==> src/rtl/eswg_pkg.sv <==
// shared constants and types for the signature and write guard block
// Overview of operation
// [RULE1] in deep power-down only signature command acts
// [RULE2] signature readable in standby, never while busy
// [RULE3] host sends opcode then 24 dummy bits
// [RULE4] signature shifts out after last dummy bit
// [RULE5] signature repeats until chip select rises
// [RULE6] chip select rise returns device to standby
// [RULE7] early rise still leaves power-down, after delay
// [RULE8] write enable latch cleared at power-up
// [RULE9] only write-enable instruction sets the latch
// [RULE10] completed byte/page/status write clears latch
// [RULE11] internal write starts only on exact count
// [RULE12] accesses ignored while internal write runs
// [RULE13] power-up in standby, deselected, latch clear
// [RULE14] serial output high-impedance at power-on
// [RULE15] only a chip select fall activates device
// [RULE16] power-down entered only on exact eighth bit
// [RULE17] opcodes and signature are implementation parameters
// [RULE18] drive output only while shifting signature out
`default_nettype none
package eswg_pkg;

    ////////////////////////////////////////////////////////////////////////////
    // opcodes and signature, values arbitrary
    localparam logic [7:0]  OP_SIGNATURE    = 8'hC1; // see [RULE17]
    localparam logic [7:0]  OP_WRITE_ENABLE = 8'hC2;
    localparam logic [7:0]  OP_POWER_DOWN   = 8'hC3;
    localparam logic [7:0]  OP_ARRAY_WRITE  = 8'hC4;
    localparam logic [7:0]  OP_STATUS_WRITE = 8'hC5;
    localparam logic [7:0]  SIGNATURE_VALUE = 8'h5A; // see [RULE17]

    ////////////////////////////////////////////////////////////////////////////
    // bit counts of the serial frame
    localparam int          CNT_W           = 12;
    localparam logic [11:0] CNT_MAX         = 12'hFFF;
    localparam logic [11:0] OPCODE_BITS     = 12'h008;
    localparam logic [11:0] SIG_START_BITS  = 12'h020;
    localparam logic [11:0] STATUS_WR_BITS  = 12'h010;
    localparam logic [11:0] ARRAY_MIN_BITS  = 12'h028;

    ////////////////////////////////////////////////////////////////////////////
    // synchroniser reset levels, order {cs_n, sck, si}
    localparam logic [2:0]  SYNC_RST        = 3'h4;
    localparam int          SYNC_CS         = 2;
    localparam int          SYNC_SCK        = 1;
    localparam int          SYNC_SI         = 0;

    ////////////////////////////////////////////////////////////////////////////
    // timing
    localparam int          TMR_W           = 16;
    localparam int          CLK_PERIOD_NS   = 10;
    localparam int          WRITE_TIME_NS   = 20000;
    localparam int          RELEASE_TIME_NS = 1000;
    localparam int          WRITE_CYCLES    = (WRITE_TIME_NS + CLK_PERIOD_NS - 1) / CLK_PERIOD_NS;
    localparam int          RELEASE_CYCLES  =
        (RELEASE_TIME_NS + CLK_PERIOD_NS - 1) / CLK_PERIOD_NS;

    ////////////////////////////////////////////////////////////////////////////
    // operating modes
    typedef enum logic [1:0] {
        MD_STANDBY,
        MD_POWER_DOWN,
        MD_RELEASE,
        MD_BUSY
    } eswg_mode_type;

endpackage
`default_nettype wire

==> src/rtl/eswg_sync.sv <==
// two-stage synchroniser for the serial pins
`timescale 1ns/1ps
`default_nettype none
module eswg_sync (
    // clock and reset
    input  wire logic       clk_i,
    input  wire logic       rst_n_i,
    // pins and synchronised levels
    input  wire logic [2:0] pin_i,
    output logic      [2:0] sync_o
);

    typedef struct packed {
        logic [2:0] meta;
        logic [2:0] stable;
    } eswg_sync_type;

    eswg_sync_type st_ff;
    eswg_sync_type nxt_st;

    // first stage feeds only the second
    always_comb begin
        nxt_st        = st_ff;
        nxt_st.meta   = pin_i;
        nxt_st.stable = st_ff.meta;
    end

    // reset levels look like an idle, deselected bus
    always_ff @(posedge clk_i or negedge rst_n_i) begin
        if (!rst_n_i) begin
            st_ff <= {eswg_pkg::SYNC_RST, eswg_pkg::SYNC_RST};
        end else begin
            st_ff <= nxt_st;
        end
    end

    assign sync_o = st_ff.stable;

endmodule
`default_nettype wire

==> src/rtl/eswg_timer.sv <==
// one-shot cycle timer with a single-cycle done pulse
`timescale 1ns/1ps
`default_nettype none
module eswg_timer #(
    parameter logic [15:0] CYCLES = 16'h0001
) (
    // clock and reset
    input  wire logic clk_i,
    input  wire logic rst_n_i,
    // control
    input  wire logic start_i,
    output logic      done_o
);

    typedef struct packed {
        logic        run;
        logic [15:0] left;
        logic        done;
    } eswg_timer_type;

    eswg_timer_type st_ff;
    eswg_timer_type nxt_st;

    // counts down from CYCLES; a start while running is not re-armed
    always_comb begin
        nxt_st      = st_ff;
        nxt_st.done = 1'b0;
        if (start_i && !st_ff.run) begin
            nxt_st.run  = 1'b1;
            nxt_st.left = CYCLES;
        end else if (st_ff.run) begin
            if (st_ff.left <= 16'h0001) begin
                nxt_st.run  = 1'b0;
                nxt_st.done = 1'b1;
            end else begin
                nxt_st.left = st_ff.left - 16'h0001;
            end
        end
    end

    always_ff @(posedge clk_i or negedge rst_n_i) begin
        if (!rst_n_i) begin
            st_ff <= '0;
        end else begin
            st_ff <= nxt_st;
        end
    end

    assign done_o = st_ff.done;

endmodule
`default_nettype wire

==> src/rtl/eswg_top.sv <==
// serial command front end: signature read, power-down and write guard
`timescale 1ns/1ps
`default_nettype none
module eswg_top (
    // clock and reset
    input  wire logic CLOCK_I,
    input  wire logic RESETN_I,
    // serial link from the host
    input  wire logic SPI_CS_N_I,
    input  wire logic SPI_SCK_I,
    input  wire logic SPI_SI_I,
    output logic      SPI_SO_O,
    output logic      SPI_SO_OE_O,
    // device state
    output logic      WEL_O,
    output logic      BUSY_O,
    output logic      POWER_DOWN_O,
    output logic      WRITE_START_O
);

    ////////////////////////////////////////////////////////////////////////////
    // state

    typedef struct packed {
        eswg_pkg::eswg_mode_type mode;
        logic                    cs_n_d;
        logic                    sck_d;
        logic                    selected;
        logic [11:0]             bit_cnt;
        logic [7:0]              shreg;
        logic [7:0]              opcode;
        logic                    op_valid;
        logic [2:0]              sig_idx;
        logic                    so;
        logic                    so_oe;
        logic                    wel;
        logic                    wr_start;
        logic                    rel_start;
    } eswg_state_type;

    eswg_state_type st_ff;
    eswg_state_type nxt_st;

    logic [2:0] pins_sync;
    logic       cs_n_s;
    logic       sck_s;
    logic       si_s;
    logic       cs_fall;
    logic       cs_rise;
    logic       sck_rise;
    logic       sck_fall;
    logic       wr_done;
    logic       rel_done;
    logic       sig_active;

    // opcode match, only once the full opcode has arrived
    function automatic logic op_is(input logic valid, input logic [7:0] op,
                                   input logic [7:0] code);
        op_is = valid && (op == code);
    endfunction

    ////////////////////////////////////////////////////////////////////////////
    // pin synchronisers and timers

    eswg_sync u_sync (
        .clk_i   (CLOCK_I),
        .rst_n_i (RESETN_I),
        .pin_i   ({SPI_CS_N_I, SPI_SCK_I, SPI_SI_I}),
        .sync_o  (pins_sync)
    );

    eswg_timer #(
        .CYCLES (16'(eswg_pkg::WRITE_CYCLES))
    ) u_write_timer (
        .clk_i   (CLOCK_I),
        .rst_n_i (RESETN_I),
        .start_i (st_ff.wr_start),
        .done_o  (wr_done)
    );

    eswg_timer #(
        .CYCLES (16'(eswg_pkg::RELEASE_CYCLES))
    ) u_release_timer (
        .clk_i   (CLOCK_I),
        .rst_n_i (RESETN_I),
        .start_i (st_ff.rel_start),
        .done_o  (rel_done)
    );

    // edges found on the synchronised levels only
    assign cs_n_s   = pins_sync[eswg_pkg::SYNC_CS];
    assign sck_s    = pins_sync[eswg_pkg::SYNC_SCK];
    assign si_s     = pins_sync[eswg_pkg::SYNC_SI];
    assign cs_fall  = st_ff.cs_n_d && !cs_n_s;
    assign cs_rise  = !st_ff.cs_n_d && cs_n_s;
    assign sck_rise = !st_ff.sck_d && sck_s && st_ff.selected;
    assign sck_fall = st_ff.sck_d && !sck_s && st_ff.selected;

    // signature allowed in standby and power-down, never while busy
    assign sig_active = op_is(st_ff.op_valid, st_ff.opcode, eswg_pkg::OP_SIGNATURE) &&
                        ((st_ff.mode == eswg_pkg::MD_STANDBY) ||
                         (st_ff.mode == eswg_pkg::MD_POWER_DOWN)); // see [RULE1] [RULE2]

    ////////////////////////////////////////////////////////////////////////////
    // next state

    always_comb begin
        nxt_st           = st_ff;
        nxt_st.cs_n_d    = cs_n_s;
        nxt_st.sck_d     = sck_s;
        nxt_st.wr_start  = 1'b0;
        nxt_st.rel_start = 1'b0;

        // a frame opens only on a falling chip select
        if (cs_fall) begin
            nxt_st.selected = 1'b1; // see [RULE15]
            nxt_st.bit_cnt  = '0;
            nxt_st.op_valid = 1'b0;
            nxt_st.sig_idx  = '0;
        end

        // sample input on rising clock; counter saturates on long frames
        if (sck_rise) begin
            nxt_st.shreg = {st_ff.shreg[6:0], si_s};
            if (st_ff.bit_cnt != eswg_pkg::CNT_MAX) begin
                nxt_st.bit_cnt = st_ff.bit_cnt + 12'h001;
            end
            if (st_ff.bit_cnt == eswg_pkg::OPCODE_BITS - 12'h001) begin
                nxt_st.opcode   = {st_ff.shreg[6:0], si_s};
                nxt_st.op_valid = 1'b1;
            end
        end

        // after the 24 dummy bits the signature goes out, wrapping forever
        if (sck_fall && sig_active && (st_ff.bit_cnt >= eswg_pkg::SIG_START_BITS)) begin
            nxt_st.so      = eswg_pkg::SIGNATURE_VALUE[3'h7 - st_ff.sig_idx]; // see [RULE4]
            nxt_st.so_oe   = 1'b1; // see [RULE18]
            nxt_st.sig_idx = st_ff.sig_idx + 3'h1; // see [RULE5]
        end

        // closing a frame decides what the command does
        if (cs_rise && st_ff.selected) begin
            nxt_st.selected = 1'b0;
            nxt_st.so_oe    = 1'b0; // see [RULE6]
            case (st_ff.mode)
                eswg_pkg::MD_POWER_DOWN: begin
                    // an early rise after the opcode still releases
                    if (op_is(st_ff.op_valid, st_ff.opcode, eswg_pkg::OP_SIGNATURE)) begin
                        nxt_st.mode      = eswg_pkg::MD_RELEASE; // see [RULE7]
                        nxt_st.rel_start = 1'b1;
                    end
                end
                eswg_pkg::MD_STANDBY: begin
                    if (op_is(st_ff.op_valid, st_ff.opcode, eswg_pkg::OP_WRITE_ENABLE) &&
                        (st_ff.bit_cnt == eswg_pkg::OPCODE_BITS)) begin
                        nxt_st.wel = 1'b1; // see [RULE9]
                    end
                    if (op_is(st_ff.op_valid, st_ff.opcode, eswg_pkg::OP_POWER_DOWN) &&
                        (st_ff.bit_cnt == eswg_pkg::OPCODE_BITS)) begin
                        nxt_st.mode = eswg_pkg::MD_POWER_DOWN; // see [RULE16]
                    end
                    // writes need the latch and a whole-byte count
                    if (st_ff.wel &&
                        ((op_is(st_ff.op_valid, st_ff.opcode, eswg_pkg::OP_STATUS_WRITE) &&
                          (st_ff.bit_cnt == eswg_pkg::STATUS_WR_BITS)) ||
                         (op_is(st_ff.op_valid, st_ff.opcode, eswg_pkg::OP_ARRAY_WRITE) &&
                          (st_ff.bit_cnt >= eswg_pkg::ARRAY_MIN_BITS) &&
                          (st_ff.bit_cnt[2:0] == 3'h0) &&
                          (st_ff.bit_cnt != eswg_pkg::CNT_MAX)))) begin
                        nxt_st.mode     = eswg_pkg::MD_BUSY; // see [RULE11]
                        nxt_st.wr_start = 1'b1;
                    end
                end
                default: begin
                    // busy or releasing: the frame is dropped
                    nxt_st.mode = st_ff.mode; // see [RULE12]
                end
            endcase
        end

        // write ends: latch falls so the next write needs a fresh enable
        if ((st_ff.mode == eswg_pkg::MD_BUSY) && wr_done) begin
            nxt_st.mode = eswg_pkg::MD_STANDBY;
            nxt_st.wel  = 1'b0; // see [RULE10]
        end
        if ((st_ff.mode == eswg_pkg::MD_RELEASE) && rel_done) begin
            nxt_st.mode = eswg_pkg::MD_STANDBY; // see [RULE7]
        end
    end

    ////////////////////////////////////////////////////////////////////////////
    // state register; reset means standby, deselected, latch clear, output off

    always_ff @(posedge CLOCK_I or negedge RESETN_I) begin
        if (!RESETN_I) begin
            st_ff        <= '0; // see [RULE8] [RULE13] [RULE14]
            st_ff.cs_n_d <= 1'b1;
            st_ff.mode   <= eswg_pkg::MD_STANDBY;
        end else begin
            st_ff <= nxt_st;
        end
    end

    assign SPI_SO_O      = st_ff.so;
    assign SPI_SO_OE_O   = st_ff.so_oe;
    assign WEL_O         = st_ff.wel;
    assign BUSY_O        = (st_ff.mode == eswg_pkg::MD_BUSY);
    assign POWER_DOWN_O  = (st_ff.mode == eswg_pkg::MD_POWER_DOWN);
    assign WRITE_START_O = st_ff.wr_start;

    ////////////////////////////////////////////////////////////////////////////
    // assertions

    property p_pd_ignores_enable;
        @(posedge CLOCK_I) disable iff (!RESETN_I)
        (st_ff.mode == eswg_pkg::MD_POWER_DOWN) && cs_rise && !st_ff.wel
        |=> !st_ff.wel && (st_ff.mode != eswg_pkg::MD_BUSY);
    endproperty
    a_pd_ignores_enable: assert property (p_pd_ignores_enable) // see [RULE1]
        else $error("command acted in power-down");

    property p_sig_first_bit;
        @(posedge CLOCK_I) disable iff (!RESETN_I)
        sck_fall && sig_active && (st_ff.bit_cnt == eswg_pkg::SIG_START_BITS) &&
        (st_ff.sig_idx == 3'h0) && !cs_rise
        |=> SPI_SO_OE_O && (SPI_SO_O == eswg_pkg::SIGNATURE_VALUE[7]);
    endproperty
    a_sig_first_bit: assert property (p_sig_first_bit) // see [RULE4]
        else $error("signature msb not driven after dummy bits");

    property p_no_output_busy;
        @(posedge CLOCK_I) disable iff (!RESETN_I)
        $rose(SPI_SO_OE_O) |-> $past(st_ff.mode) != eswg_pkg::MD_BUSY;
    endproperty
    a_no_output_busy: assert property (p_no_output_busy) // see [RULE2]
        else $error("output enabled during internal write");

    property p_oe_only_selected;
        @(posedge CLOCK_I) disable iff (!RESETN_I)
        SPI_SO_OE_O |-> st_ff.selected;
    endproperty
    a_oe_only_selected: assert property (p_oe_only_selected) // see [RULE18]
        else $error("output driven while deselected");

    property p_sig_wraps;
        @(posedge CLOCK_I) disable iff (!RESETN_I)
        sck_fall && SPI_SO_OE_O && sig_active && (st_ff.sig_idx == 3'h0) && !cs_rise
        |=> SPI_SO_O == eswg_pkg::SIGNATURE_VALUE[7];
    endproperty
    a_sig_wraps: assert property (p_sig_wraps) // see [RULE5]
        else $error("signature did not repeat");

    property p_wel_set;
        @(posedge CLOCK_I) disable iff (!RESETN_I)
        (st_ff.mode == eswg_pkg::MD_STANDBY) && cs_rise && st_ff.selected &&
        op_is(st_ff.op_valid, st_ff.opcode, eswg_pkg::OP_WRITE_ENABLE) &&
        (st_ff.bit_cnt == eswg_pkg::OPCODE_BITS)
        |=> WEL_O;
    endproperty
    a_wel_set: assert property (p_wel_set) // see [RULE9]
        else $error("write enable did not set latch");

    property p_wel_only_by_enable;
        @(posedge CLOCK_I) disable iff (!RESETN_I)
        $rose(WEL_O) |-> $past(st_ff.opcode) == eswg_pkg::OP_WRITE_ENABLE;
    endproperty
    a_wel_only_by_enable: assert property (p_wel_only_by_enable) // see [RULE9]
        else $error("latch set by other command");

    property p_done_clears_wel;
        @(posedge CLOCK_I) disable iff (!RESETN_I)
        BUSY_O && wr_done |=> !WEL_O && !BUSY_O;
    endproperty
    a_done_clears_wel: assert property (p_done_clears_wel) // see [RULE10]
        else $error("latch not cleared after write");

    property p_write_needs_bytes;
        @(posedge CLOCK_I) disable iff (!RESETN_I)
        WRITE_START_O |-> $past(st_ff.bit_cnt[2:0]) == 3'h0 && $past(st_ff.wel);
    endproperty
    a_write_needs_bytes: assert property (p_write_needs_bytes) // see [RULE11]
        else $error("write started on partial byte");

    property p_busy_holds;
        @(posedge CLOCK_I) disable iff (!RESETN_I)
        BUSY_O && !wr_done |=> BUSY_O;
    endproperty
    a_busy_holds: assert property (p_busy_holds) // see [RULE12]
        else $error("internal write cut short");

    property p_release_on_rise;
        @(posedge CLOCK_I) disable iff (!RESETN_I)
        POWER_DOWN_O && cs_rise && st_ff.selected &&
        op_is(st_ff.op_valid, st_ff.opcode, eswg_pkg::OP_SIGNATURE)
        |=> (st_ff.mode == eswg_pkg::MD_RELEASE) ##1
            (st_ff.mode == eswg_pkg::MD_RELEASE)[*3];
    endproperty
    a_release_on_rise: assert property (p_release_on_rise) // see [RULE7]
        else $error("power-down not released through delay");

    property p_pd_exact;
        @(posedge CLOCK_I) disable iff (!RESETN_I)
        $rose(POWER_DOWN_O) |-> $past(st_ff.bit_cnt) == eswg_pkg::OPCODE_BITS;
    endproperty
    a_pd_exact: assert property (p_pd_exact) // see [RULE16]
        else $error("power-down entered on wrong count");

    property p_reset_state;
        @(posedge CLOCK_I)
        !RESETN_I |-> !WEL_O && !SPI_SO_OE_O && !BUSY_O && !POWER_DOWN_O;
    endproperty
    a_reset_state: assert property (p_reset_state) // see [RULE8] [RULE13] [RULE14]
        else $error("wrong state during reset");

    property p_select_on_fall;
        @(posedge CLOCK_I) disable iff (!RESETN_I)
        $rose(st_ff.selected) |-> $past(cs_fall);
    endproperty
    a_select_on_fall: assert property (p_select_on_fall) // see [RULE15]
        else $error("selected without chip select fall");

    c_sig_read: cover property (@(posedge CLOCK_I) $rose(SPI_SO_OE_O));
    c_pd_enter: cover property (@(posedge CLOCK_I) $rose(POWER_DOWN_O));
    c_release:  cover property (@(posedge CLOCK_I) rel_done);
    c_write:    cover property (@(posedge CLOCK_I) wr_done);

endmodule
`default_nettype wire

==> config.mk <==
export PLATFORM = sky130hd
export DESIGN_NAME = eswg_top
export DESIGN_NICKNAME = d
export VERILOG_FILES = /design/src/rtl/eswg_pkg.sv /design/src/rtl/eswg_sync.sv /design/src/rtl/eswg_timer.sv /design/src/rtl/eswg_top.sv
export SDC_FILE = /design/constraint.sdc
export NUM_CORES = 1
export LEC_CHECK = 0
export CORE_MARGIN = 10
export CORE_UTILIZATION = 35
export CTS_CLUSTER_SIZE = 12
export DETAILED_ROUTE_END_ITERATION = 8
export DONT_BUFFER_PORTS = 1
export PLACE_DENSITY = 0.46
export SYNTH_ARGS = -nofsm -noshare
export SYNTH_HDL_FRONTEND = slang
export SYNTH_SLANG_ARGS = --single-unit
==> constraint.sdc <==
create_clock -name CLOCK_I -period 7.1 [get_ports CLOCK_I]
set_clock_uncertainty 0.1 [all_clocks]
set_input_delay 0.71 -clock CLOCK_I [delete_from_list [all_inputs] [get_ports CLOCK_I]]
set_output_delay 0.71 -clock CLOCK_I [all_outputs]
set_load 0.02 [all_outputs]
Word-level counts from Yosys, hierarchy flattened:

Memories as Yosys holds them, arrays and structs flattened.
Index checks and enable logic that the tools add are counted.

* output and inout bits: 6
* ROM bits: 8
* logic and storage cells: 134
* memories kept: 1
* bits in registers: 84

* $add $sub $neg: 5
* mux-type cells: 34
* magnitude comparators: 5
* equality and inequality tests: 16
* reductions and logical operators: 51

Memories
* (name not given): words 8, width 1, rd ports 1, clocked after memory_dff 0, wr ports 0, RTL line eswg_top.sv:136 `nxt_st.so = eswg_pkg::SIGNATURE_VALUE[3'h7 - st_ff.sig_idx];`

Operators by type and width (number)
* equality test 8 bit (second input constant): 5
* 2-to-1 mux 18 bit: 2
* 2-to-1 mux 17 bit: 2
* <= comparator 16 x 1 -> 1 bit (second input constant): 2
* 2-to-1 mux 16 bit: 2
* subtractor 16 x 1 -> 16 bit (second input constant): 2
* 2-to-1 mux 29 bit: 1
* logical AND 1 bit: 26
* >= comparator 12 x 6 -> 1 bit (second input constant): 2
* nonzero test 2 bit: 8
* 2-to-1 mux 2 bit: 7
* 2-to-1 mux 1 bit: 13
* 2-to-1 mux 13 bit: 1
* adder 12 x 1 -> 12 bit (second input constant): 1
* equality test 12 x 3 -> 1 bit (second input constant): 1
* equality test 12 x 4 -> 1 bit (second input constant): 1
* equality test 12 x 5 -> 1 bit (second input constant): 1
* 2-to-1 mux 12 bit: 1
* != test 12 bit (second input constant): 1
* 2-to-1 mux 9 bit: 1
* 2-to-1 mux 4 bit: 2
* zero test 1 bit: 6
* AND reduction 2 bit: 3
* 2-to-1 mux 5 bit: 1
* other kinds (16): 19

Longest topological paths before layout:

Gate-level depths: netlist (run 1).

* depth in word-level cells: 12
* gate-level depth with buffers: 7

Hierarchy:

Synthesis (run 1) repeated with hierarchy kept, for this count alone.

* cell total of the unflattened synthesis: 404
* area, all modules: 4166.5 µm²

Modules (own cells, without submodules)
* eswg_top: seq. area each 1027.2 µm², area each 2001.9 µm², times used 1, cells an instance 200
* eswg_timer at u_write_timer: seq. area each 450.4 µm², area each 1026.0 µm², times used 1, cells an instance 100
* eswg_timer at u_release_timer: seq. area each 450.4 µm², area each 985.9 µm², times used 1, cells an instance 98
* eswg_sync: seq. area each 152.6 µm², area each 152.6 µm², times used 1, cells an instance 6

Least setup slack after synthesis (run 1):

OpenSTA, ideal clock, no wires.

* path type: register to register
* from: reg u_release_timer.st_ff[11] (netlist bit)
* to: reg u_release_timer.st_ff[2] (netlist bit)
* path buffers: 1
* clock period less this slack: 2360 ps
* required time: 6878 ps
* path slack: 4740 ps
* cell stages (with the launch flop): 6
* data arrival time: 2138 ps
* cells stage by stage: dfrtp_1 -> or4_1 -> clkbuf_2 -> or4b_4 -> or3_1 -> a32o_1

* word-level cells in the longest chain between the ends: 3

RTL lines
* start, declared: RTL line eswg_timer.sv:21 `eswg_timer_type st_ff;`
* start signal, assigned: RTL line eswg_timer.sv:45 `st_ff <= nxt_st;`
* <= comparator 16 x 1 -> 1 bit: RTL line eswg_timer.sv:32 `if (st_ff.left <= 16'h0001) begin`
* != test 2 x 1 -> 1 bit (no source line)
* AND reduction 2 bit (no source line)

Every way passes these cells.
A chain may end at the register's enable or synchronous reset.

Final worst setup path (run 1):

* from: reg u_release_timer.st_ff[11] (netlist bit)
* to: reg u_release_timer.st_ff[10] (netlist bit)

Same word-level chain as after synthesis.

==> results of run 1 <==
## per-layer routing
metal | global-route usage [%] | wire [µm] | share of wire (%) | vias up
li1 | - | - | - | 1580
met1 | 15.5 | 4540 | 48 | 1629
met2 | 18.0 | 4310 | 46 | 53
met3 | 4.23 | 477 | 5.1 | 6
met4 | 2.94 | 69 | 0.73 | 0
met5 | 0 | 0 | 0 | -
## power breakdown
| group | switching, mW | internal [mW] | total [mW] |
|---|---|---|---|
| clock | 0.183 | 0.341 | 0.524 |
| combinational | 0.0271 | 0.0251 | 0.0522 |
| sequential | 0.0203 | 0.499 | 0.519 |
| total | 0.231 | 0.865 | 1.10 |
## kinds of logic (layout without fill, tap and decap cells)
kind of cell    after synthesis  count (layout)  synth area share [%]
buf+inv                      37              37                  3.74
flops                        83              83                  48.6
xor+xnor                      3               3                 0.613
compound gates               88              88                  14.4
fa+ha+maj                     7               7                  2.04
simple gates                179             179                  22.5
mux                          33              33                  8.18
## worst paths after layout
path	from	endpoint	depth (start not counted)
max reg2reg	u_release_timer.st_ff[11]	u_release_timer.st_ff[10]	4
min	RESETN_I	st_ff[39]	0
max	u_release_timer.st_ff[11]	u_release_timer.st_ff[10]	4
min in group CLOCK_I	u_sync.nxt_st[1]	u_sync.sync_o[1]	0
min reg2reg	u_sync.nxt_st[1]	u_sync.sync_o[1]	0
max in group asynchronous	RESETN_I	st_ff[32]	1
## worst max-delay path: stages (launching register included)
cell	delay [ns]
dfrtp_1	0.39
or4_1	0.66
nor4b_1	0.87
a2111oi_0	0.30
mux2i_1	0.18
## sequential cells by signal (all words and copies together) (netlist names), 3 cells and up
register               cells
u_sync.sync_o              3
u_write_timer.st_ff       17
st_ff                     37
u_sync.nxt_st              3
u_release_timer.st_ff     17
## layout make-up
cell class | count | area (µm²)
Clock buffer | 10 | 229
Clock inverter | 5 | 103
Fill cell | 1203 | 7270
Inverter | 21 | 78.8
Multi-Input combinational cell | 310 | 2040
Sequential cell | 83 | 2080
Tap cell | 147 | 184
Timing Repair Buffer | 1 | 27.5
## placed cells by master (no fill, tap or decap), types with 11 or more instances in the layout
cell type,count
nor3_1,13
mux2_2,16
nand4_1,11
nor2_1,33
inv_1,21
a21oi_1,11
nand3_1,17
nand2_1,38
dfrtp_1,80
mux2i_1,17
o21ai_0,19
==> impl_metrics.py, run 1 <==
metrics = {
    "status": {
        "status": "complete, no violations",
    },
    "global_routing": {
        "grt_use_total_pct": 11.8,
        "overflow": 0,
        "grt_antenna_before_repair": 0,
        "grt_pass1_vias": 3115,
        "grt_pass1_wl_um": 15900,
        "grt_max_degree": 81,
    },
    "clock_network": {
        "ctsResizeCount": 0,
        "root_buffer": "clkbuf_16",
        "clkTransAtPathRegs_ns": 0.06,
        "clock_sinks": 83,
        "post-cts-setup-buffer-count": 0,
        "cts_buffers": 9,
        "clk_latency_ns": 0.34,
        "htree_levels": 3,
        "cts_buffer_depth": 2,
        "tritoncts": "built",
        "hold_buffers": 1,
    },
    "floorplan": {
        "start_util_pct": 35.7,
        "design.core.area_um2": 12000,
        "die_w_um": 131,
        "io_pins": 11,
        "die_h_um": 131,
        "rows": 40,
        "die-area_um2": 17100,
    },
    "critical_path": {
        "worstSetupStartpointType": "flip-flop",
        "critPathKind": "flip-flop to flip-flop",
        "arrival_ns": 2.73,
        "critPathCaptureType": "flip-flop",
        "cp.required_ns": 7.19,
        "rrSetupSlack_ns": 4.46,
        "path_max_fanout": 7,
    },
    "yosys": {
        "synth_top_area_share_pct": 46.7,
        "synth_most_common_cell": "dfrtp_1",
        "syn_nets": 442,
        "ys.flop_type": "dfrtp_1",
        "async_reset_ff_share_pct": 100,
        "synthTopCellsByCount": "dfrtp_1, nand2_1, nor2_1, inv_1, o21ai_0",
        "synth_area_leaders": "dfrtp_1, mux2_2, mux2i_1",
        "synth_edf_count": 0,
        "synth_cells": 430,
        "seq_area_frac_synth_pct": 48.6,
        "synth-seq-cells": 83,
        "synthesis.area_um2": 4280,
        "syn_avg_cell_area_um2": 9.96,
        "ys_warn_count": 0,
        "synth.largest_area_cell": "dfrtp_1",
        "synth.distinct_cells": 61,
    },
    "timing": {
        "drv_slew": 0,
        "period_minus_slack_ns": 2.64,
        "relSlewSlack_pct": 34.8,
        "final.setup.worst_slack_ns": 4.46,
        "worst-slew-pin-transition_ns": 0.964,
        "setup_viol": 0,
        "fmax_ghz": 0.379,
        "rsz0062_at_grt": "no",
        "hold_viol": 0,
        "period_share_pct": 37.1,
        "holdWs_ns": 0.113,
        "final.setup.tns_ns": 0,
    },
    "power_and_ir_drop": {
        "finalPower_mw": 1.10,
        "vdd_drop_max_v": 0.000122,
        "leakage_nw": 2.23,
        "pwr_density_cell_nw_per_um2": 231,
    },
    "placed_design": {
        "dpl_cell_area_um2": 4390,
        "dp_slack_ns": 4.52,
        "gp_congestion": 0.837,
        "dpl.hpwl_um": 6470,
        "dpl.cell_count": 561,
        "port_buffers": 0,
    },
    "drt": {
        "first_pass_iters": 4,
        "drt-total-wl_um": 9390,
        "detail-route-antenna-nets": 0,
        "first_iter_violations": 216,
        "num_vias": 3268,
        "drc": 0,
        "wl_per_cell_um": 16.3,
        "routed_via_density": 5.66,
    },
    "finish": {
        "fin_nets": 438,
        "utilization_pct": 39.5,
        "drive_gt1_share_pct": 10.7,
        "postLayoutCellArea_um2": 4750,
        "instances_no_fill": 577,
        "area_delta_synth_final_pct": 10.8,
        "antennaDiodeCount": 0,
    },
    "run": {
        "drv_cap": 0,
    },
    "worst_hold_path": {
        "hold_path.class": "primary input to asynchronous set/reset pin",
    },
}
Power figures use the tool's default switching activity.
==> run 2, diff against run 1 <==
PLACE_DENSITY = 0.48   (was 0.46)
clock period = 2.19 ns   (was 7.1 ns; I/O delays follow)
==> run 2 against run 1 <==
The run now ends with negative hold slack, negative setup slack left. Global-route usage is 0.14 points higher. Combinational power grew to 2.8 times the previous value. Clock power grew to 2.9 times the previous value. First-iteration DRC count is 7.4% higher. Sequential cell count stayed put. Utilization is 2.0 points higher. Sequential share of layout area is 2.1 points lower. Count of clock-buffer cells in the layout is 3 higher. Cell count is 5.2% higher.
==> impl_metrics.py, run 2 (same netlist as run 1, synthesis figures left out) <==
metrics = {
    "run": {
        "drv_cap": 0,
    },
    "placed_design": {
        "dpl.hpwl_um": 6650,
        "port_buffers": 0,
        "gp_congestion": 0.812,
    },
    "drt": {
        "num_vias": 3325,
        "drc": 0,
        "drt-total-wl_um": 9600,
        "first_pass_iters": 4,
        "detail-route-antenna-nets": 0,
        "routed_via_density": 5.48,
        "first_iter_violations": 232,
        "wl_per_cell_um": 15.8,
        "dr.max_layer_used": "met4",
        "route.met2.wl_um": 4440,
        "dr_wl_met3_um": 300,
        "wirelength_met1_um": 4740,
    },
    "power_and_ir_drop": {
        "pwr_density_cell_nw_per_um2": 667,
        "internal_power_mw": 2.64,
        "p_clk_share_pct": 45.2,
        "switching_share_pct": 20.7,
        "seqPwrFrac_pct": 50.5,
        "combPwrFrac_pct": 4.3,
        "finalPower_mw": 3.33,
        "vdd_drop_max_v": 0.000295,
        "leakage_nw": 2.35,
        "p_switching_mw": 0.687,
    },
    "worst_hold_path": {
        "hold_path.class": "primary input to asynchronous set/reset pin",
    },
    "floorplan": {
        "die_w_um": 131,
        "die_h_um": 131,
        "rows": 40,
        "io_pins": 11,
        "die-area_um2": 17100,
        "start_util_pct": 35.7,
        "design.core.area_um2": 12000,
    },
    "clock_network": {
        "hold_buffers": 3,
        "root_buffer": "clkbuf_16",
        "clkTransAtPathRegs_ns": 0.06,
        "clk_latency_ns": 0.34,
        "cts_buffers": 9,
        "cts_buffer_depth": 2,
        "htree_levels": 3,
        "post-cts-setup-buffer-count": 0,
        "tritoncts": "built",
        "clock_sinks": 83,
    },
    "timing": {
        "holdWs_ns": -0.528,
        "fmax_ghz": 0.442,
        "final.setup.worst_slack_ns": -0.0712,
        "drv_slew": 0,
        "setup_viol": 1,
        "rsz0062_at_grt": "yes",
        "relSlewSlack_pct": 67.8,
        "period_minus_slack_ns": 2.26,
        "period_share_pct": 103,
        "hold_viol": 83,
        "worst-slew-pin-transition_ns": 0.478,
    },
    "critical_path": {
        "path_max_fanout": 3,
        "worstSetupStartpointType": "flip-flop",
        "cp.required_ns": 2.31,
        "arrival_ns": 2.38,
        "critPathKind": "flip-flop to flip-flop",
        "critPathCaptureType": "flip-flop",
    },
    "status": {
        "status": "finished with violations",
        "failed_checks": "negative hold slack, negative setup slack",
    },
    "global_routing": {
        "overflow": 0,
        "grt_pass1_vias": 3268,
        "grt_use_total_pct": 11.9,
        "grt_antenna_before_repair": 0,
        "grt_pass1_wl_um": 16300,
        "grt_max_degree": 84,
    },
    "finish": {
        "seq_area_um2": 2080,
        "largest_register_ffs": 37,
        "fin_nets": 468,
        "layout_common_cells": "dfrtp_1, nand2_1, nor2_1",
        "area_delta_synth_final_pct": 16.3,
        "largest_registers": "st_ff x37, u_release_timer.st_ff x17, u_write_timer.st_ff x17",
        "drive_gt1_share_pct": 17.4,
        "regMostFlops": "st_ff",
        "final_common_cell": "dfrtp_1",
        "antennaDiodeCount": 0,
        "multi_input_area_um2": 2100,
        "fill_cells": 1179,
    },
}
==> run 2: cell types whose count changed in the layout (fill, tap and decap cells not counted), sizes merged <==
| cell | delta |
|---|---|
| buf | +27 |
| dlygate4sd3 | +3 |
| bufinv | -2 |
| clkbuf | +3 |
| clkinvlp | -1 |
==> run 2: worst max-delay path, cell delays in order, from the launching register on <==
cell	delay, ns
dfrtp_1	0.39
or4_4	0.55
or4b_4	0.52
or3_1	0.37
a32o_1	0.23
==> run 2: routing by layer <==
| metal | vias to the layer above | track usage, % |
|---|---|---|
| met5 | - | 0 |
| met4 | 0 | 3.92 |
| met2 | 44 | 18.6 |
| li1 | 1641 | - |
| met1 | 1629 | 15.7 |
| met3 | 11 | 3.18 |
==> run 2: what timing repair did <==
action	in CTS	in global routing
gates cloned	0	0
endpoints found under the hold margin	86	83
pin swaps	0	1
endpoints found under the setup margin	9	9
gates resized for setup	4	9
==> run 2: worst paths after layout <==
path,end,cells past startpoint,startpoint,slack [ns]
min in group CLOCK_I,u_sync.sync_o[0],0,u_sync.nxt_st[0],0.25
min reg2reg,u_sync.sync_o[0],0,u_sync.nxt_st[0],0.25
max in group asynchronous,u_sync.nxt_st[2],0,RESETN_I,2.34
min,st_ff[28],0,RESETN_I,-0.53
max reg2reg,u_release_timer.st_ff[2],4,u_release_timer.st_ff[12],-0.07
max,u_release_timer.st_ff[2],4,u_release_timer.st_ff[12],-0.07
==> run 2: area by class of cell <==
| type | instances | share of cell area, % |
|---|---|---|
| clock inverters | 2 | 0.703 |
| inverters | 21 | 1.58 |
| repair buffers | 31 | 4.82 |
| clock buffers | 13 | 5.22 |
| well taps | 147 | 3.69 |
| flip-flops and latches | 83 | 41.8 |
| multi-input cells | 310 | 42.2 |
==> run 2: power by group through the flow <==
stage	Clock (mW)	Combinational, mW	Sequential (mW)
2_1_floorplan	0	0.114	1.69
3_3_place_gp	0	0.139	1.71
3_5_place_dp	0	0.141	1.71
4_1_cts	1.56	0.147	1.68
5_1_grt	1.63	0.165	1.69
6_report	1.50	0.144	1.68
==> run 2: per-stage QoR <==
stage	cell area (µm²)	utilization [%]	cells	worst slack (ns)	TNS, ns
CTS	4940	41.1	607	-0.0941	-0.0941
global placement	4600	38.3	589	-0.0612	-0.200
detailed placement	4600	38.3	589	-0.146	-0.575
floorplan	4280	-	430	-0.125	-0.236
finish	4980	41.5	607	-0.0712	-0.0712
global route	4980	41.5	607	-0.121	-0.183
==> run 3, diff against run 2 <==
CORE_UTILIZATION = 50   (was 35)
PLACE_DENSITY = 0.65   (was 0.48)
==> run 3 against run 2 <==
The flow still finishes with violations (negative hold slack, negative setup slack). Critical path depth stayed put. Maximum frequency grew 2.8%. Combinational power is essentially flat. Sequential share of layout area grew 1.7 points. Sequential cell count did not move. Non-clock buffer count shrank 2. Wire length fell by 5.9%. Global-route usage rose by 2.3 points. Count of clock-buffer cells in the layout decreased by 2. Largest power group unchanged.
==> impl_metrics.py, run 3 (same netlist as run 1, synthesis figures left out) <==
metrics = {
    "floorplan": {
        "start_util_pct": 51.9,
        "design.core.area_um2": 8260,
        "rows": 33,
        "die_h_um": 113,
        "die_w_um": 113,
        "die-area_um2": 12700,
        "io_pins": 11,
    },
    "timing": {
        "setup_viol": 1,
        "worst-slew-pin-transition_ns": 0.566,
        "final.setup.tns_ns": -0.00987,
        "rsz0062_at_grt": "yes",
        "fmax_ghz": 0.455,
        "period_share_pct": 100,
        "holdWs_ns": -0.543,
        "drv_slew": 0,
        "period_minus_slack_ns": 2.20,
        "hold_viol": 83,
        "final.setup.worst_slack_ns": -0.00987,
        "relSlewSlack_pct": 62.0,
    },
    "critical_path": {
        "path_max_fanout": 3,
        "critPathKind": "flip-flop to flip-flop",
        "worstSetupStartpointType": "flip-flop",
        "cp.required_ns": 2.33,
        "critPathCaptureType": "flip-flop",
        "max_stage_delay_ns": 0.54,
        "path_cells": "or4_4 -> or4b_4 -> or3_1 -> a32o_1",
        "cp_slowest_cell": "or4_4",
        "arrival_ns": 2.34,
    },
    "drt": {
        "routed_via_density": 5.90,
        "drc": 0,
        "wl_per_cell_um": 16.0,
        "num_vias": 3326,
        "drt-total-wl_um": 9040,
        "first_pass_iters": 4,
        "first_iter_violations": 142,
        "detail-route-antenna-nets": 0,
    },
    "finish": {
        "largest_register_ffs": 37,
        "regMostFlops": "st_ff",
        "largest_registers": "st_ff x37, u_release_timer.st_ff x17, u_write_timer.st_ff x17",
        "fin_nets": 466,
        "instances_no_fill": 564,
        "drive_gt1_share_pct": 16.6,
        "area_delta_synth_final_pct": 11.8,
        "layout_common_cells": "dfrtp_1, nand2_1, nor2_1",
        "final_common_cell": "dfrtp_1",
        "antennaDiodeCount": 0,
    },
    "placed_design": {
        "port_buffers": 0,
        "gp_congestion": 0.868,
        "dp_slack_ns": -0.0444,
        "dpl.cell_count": 544,
        "dpl.hpwl_um": 6250,
    },
    "clock_network": {
        "clkTransAtPathRegs_ns": 0.09,
        "cts_buffers": 9,
        "clock_sinks": 83,
        "hold_buffers": 3,
        "tritoncts": "built",
        "htree_levels": 3,
        "clk_latency_ns": 0.35,
        "root_buffer": "clkbuf_8",
        "cts_buffer_depth": 2,
    },
    "status": {
        "failed_checks": "negative hold slack, negative setup slack",
        "status": "finished with violations",
    },
    "global_routing": {
        "overflow": 0,
        "grt_pass1_vias": 3189,
        "grt_use_total_pct": 14.2,
        "grt_antenna_before_repair": 0,
        "grt_max_degree": 84,
        "grt_pass1_wl_um": 15300,
    },
    "worst_hold_path": {
        "hold_path.class": "primary input to asynchronous set/reset pin",
    },
    "power_and_ir_drop": {
        "pwr_density_cell_nw_per_um2": 611,
        "leakage_nw": 2.30,
        "vdd_drop_max_v": 0.000319,
    },
    "run": {
        "drv_cap": 0,
    },
}
[run 3: metrics by stage]
stage	util [%]	total power, mW	instance area, µm²
after global placement	54.8	1.84	4520
after CTS	57.7	2.96	4760
after detailed placement	54.8	1.85	4520
final	58.0	2.92	4790
after floorplan	-	1.80	4280
after global routing	58.0	3.06	4790
[run 3: layer usage]
layer / wire [µm] / part of all wire [%] / global-route usage, % / up-vias
met5: 0 / 0 / 0 / -
met4: 130 / 1.4 / 5.25 / 0
met3: 307 / 3.4 / 2.50 / 11
met2: 4080 / 45 / 21.8 / 53
met1: 4520 / 50 / 19.5 / 1616
li1: - / - / - / 1646
[run 3: layout make-up]
cell class / count / area [µm²]
fillers: 720 / 3470
inverters: 21 / 78.8
flip-flops and latches: 83 / 2080
multi-input cells: 310 / 2080
clock inverters: 5 / 53.8
well taps: 105 / 131
repair buffers: 29 / 225
clock buffers: 11 / 141
[run 3: repair_timing]
action                                  4_1_cts  5_1_grt
endpoints found under the setup margin        7        8
gates resized for setup                       2        5
setup buffers                                 1        0
hold endpoints to repair                     86       83
gates cloned                                  0        0
pin swaps                                     0        1
[run 3: critical path: cells and delay by family (launching register included)]
| kind | cells | cell delay [ns] |
|---|---|---|
| AND/OR/NAND/NOR | 3 | 1.39 |
| flip-flops | 1 | 0.38 |
| AO/OA/AOI/OAI | 1 | 0.22 |
[run 3: where the power goes]
part | switching [mW] | internal (mW) | total (mW)
combinational | 0.0639 | 0.0834 | 0.147
sequential | 0.0663 | 1.61 | 1.68
clock | 0.541 | 0.555 | 1.10
total | 0.671 | 2.25 | 2.92
[run 3: path summary, 6_finish.rpt]
check	start	end	slack, ns	cells after the start
max	u_release_timer.st_ff[12]	u_release_timer.st_ff[2]	-0.01	4
min	RESETN_I	SPI_SO_O	-0.54	0
max reg2reg	u_release_timer.st_ff[12]	u_release_timer.st_ff[2]	-0.01	4
min reg2reg	u_sync.nxt_st[2]	u_sync.sync_o[2]	0.26	0
max in group asynchronous	RESETN_I	st_ff[39]	2.36	0
min in group CLOCK_I	u_sync.nxt_st[2]	u_sync.sync_o[2]	0.26	0
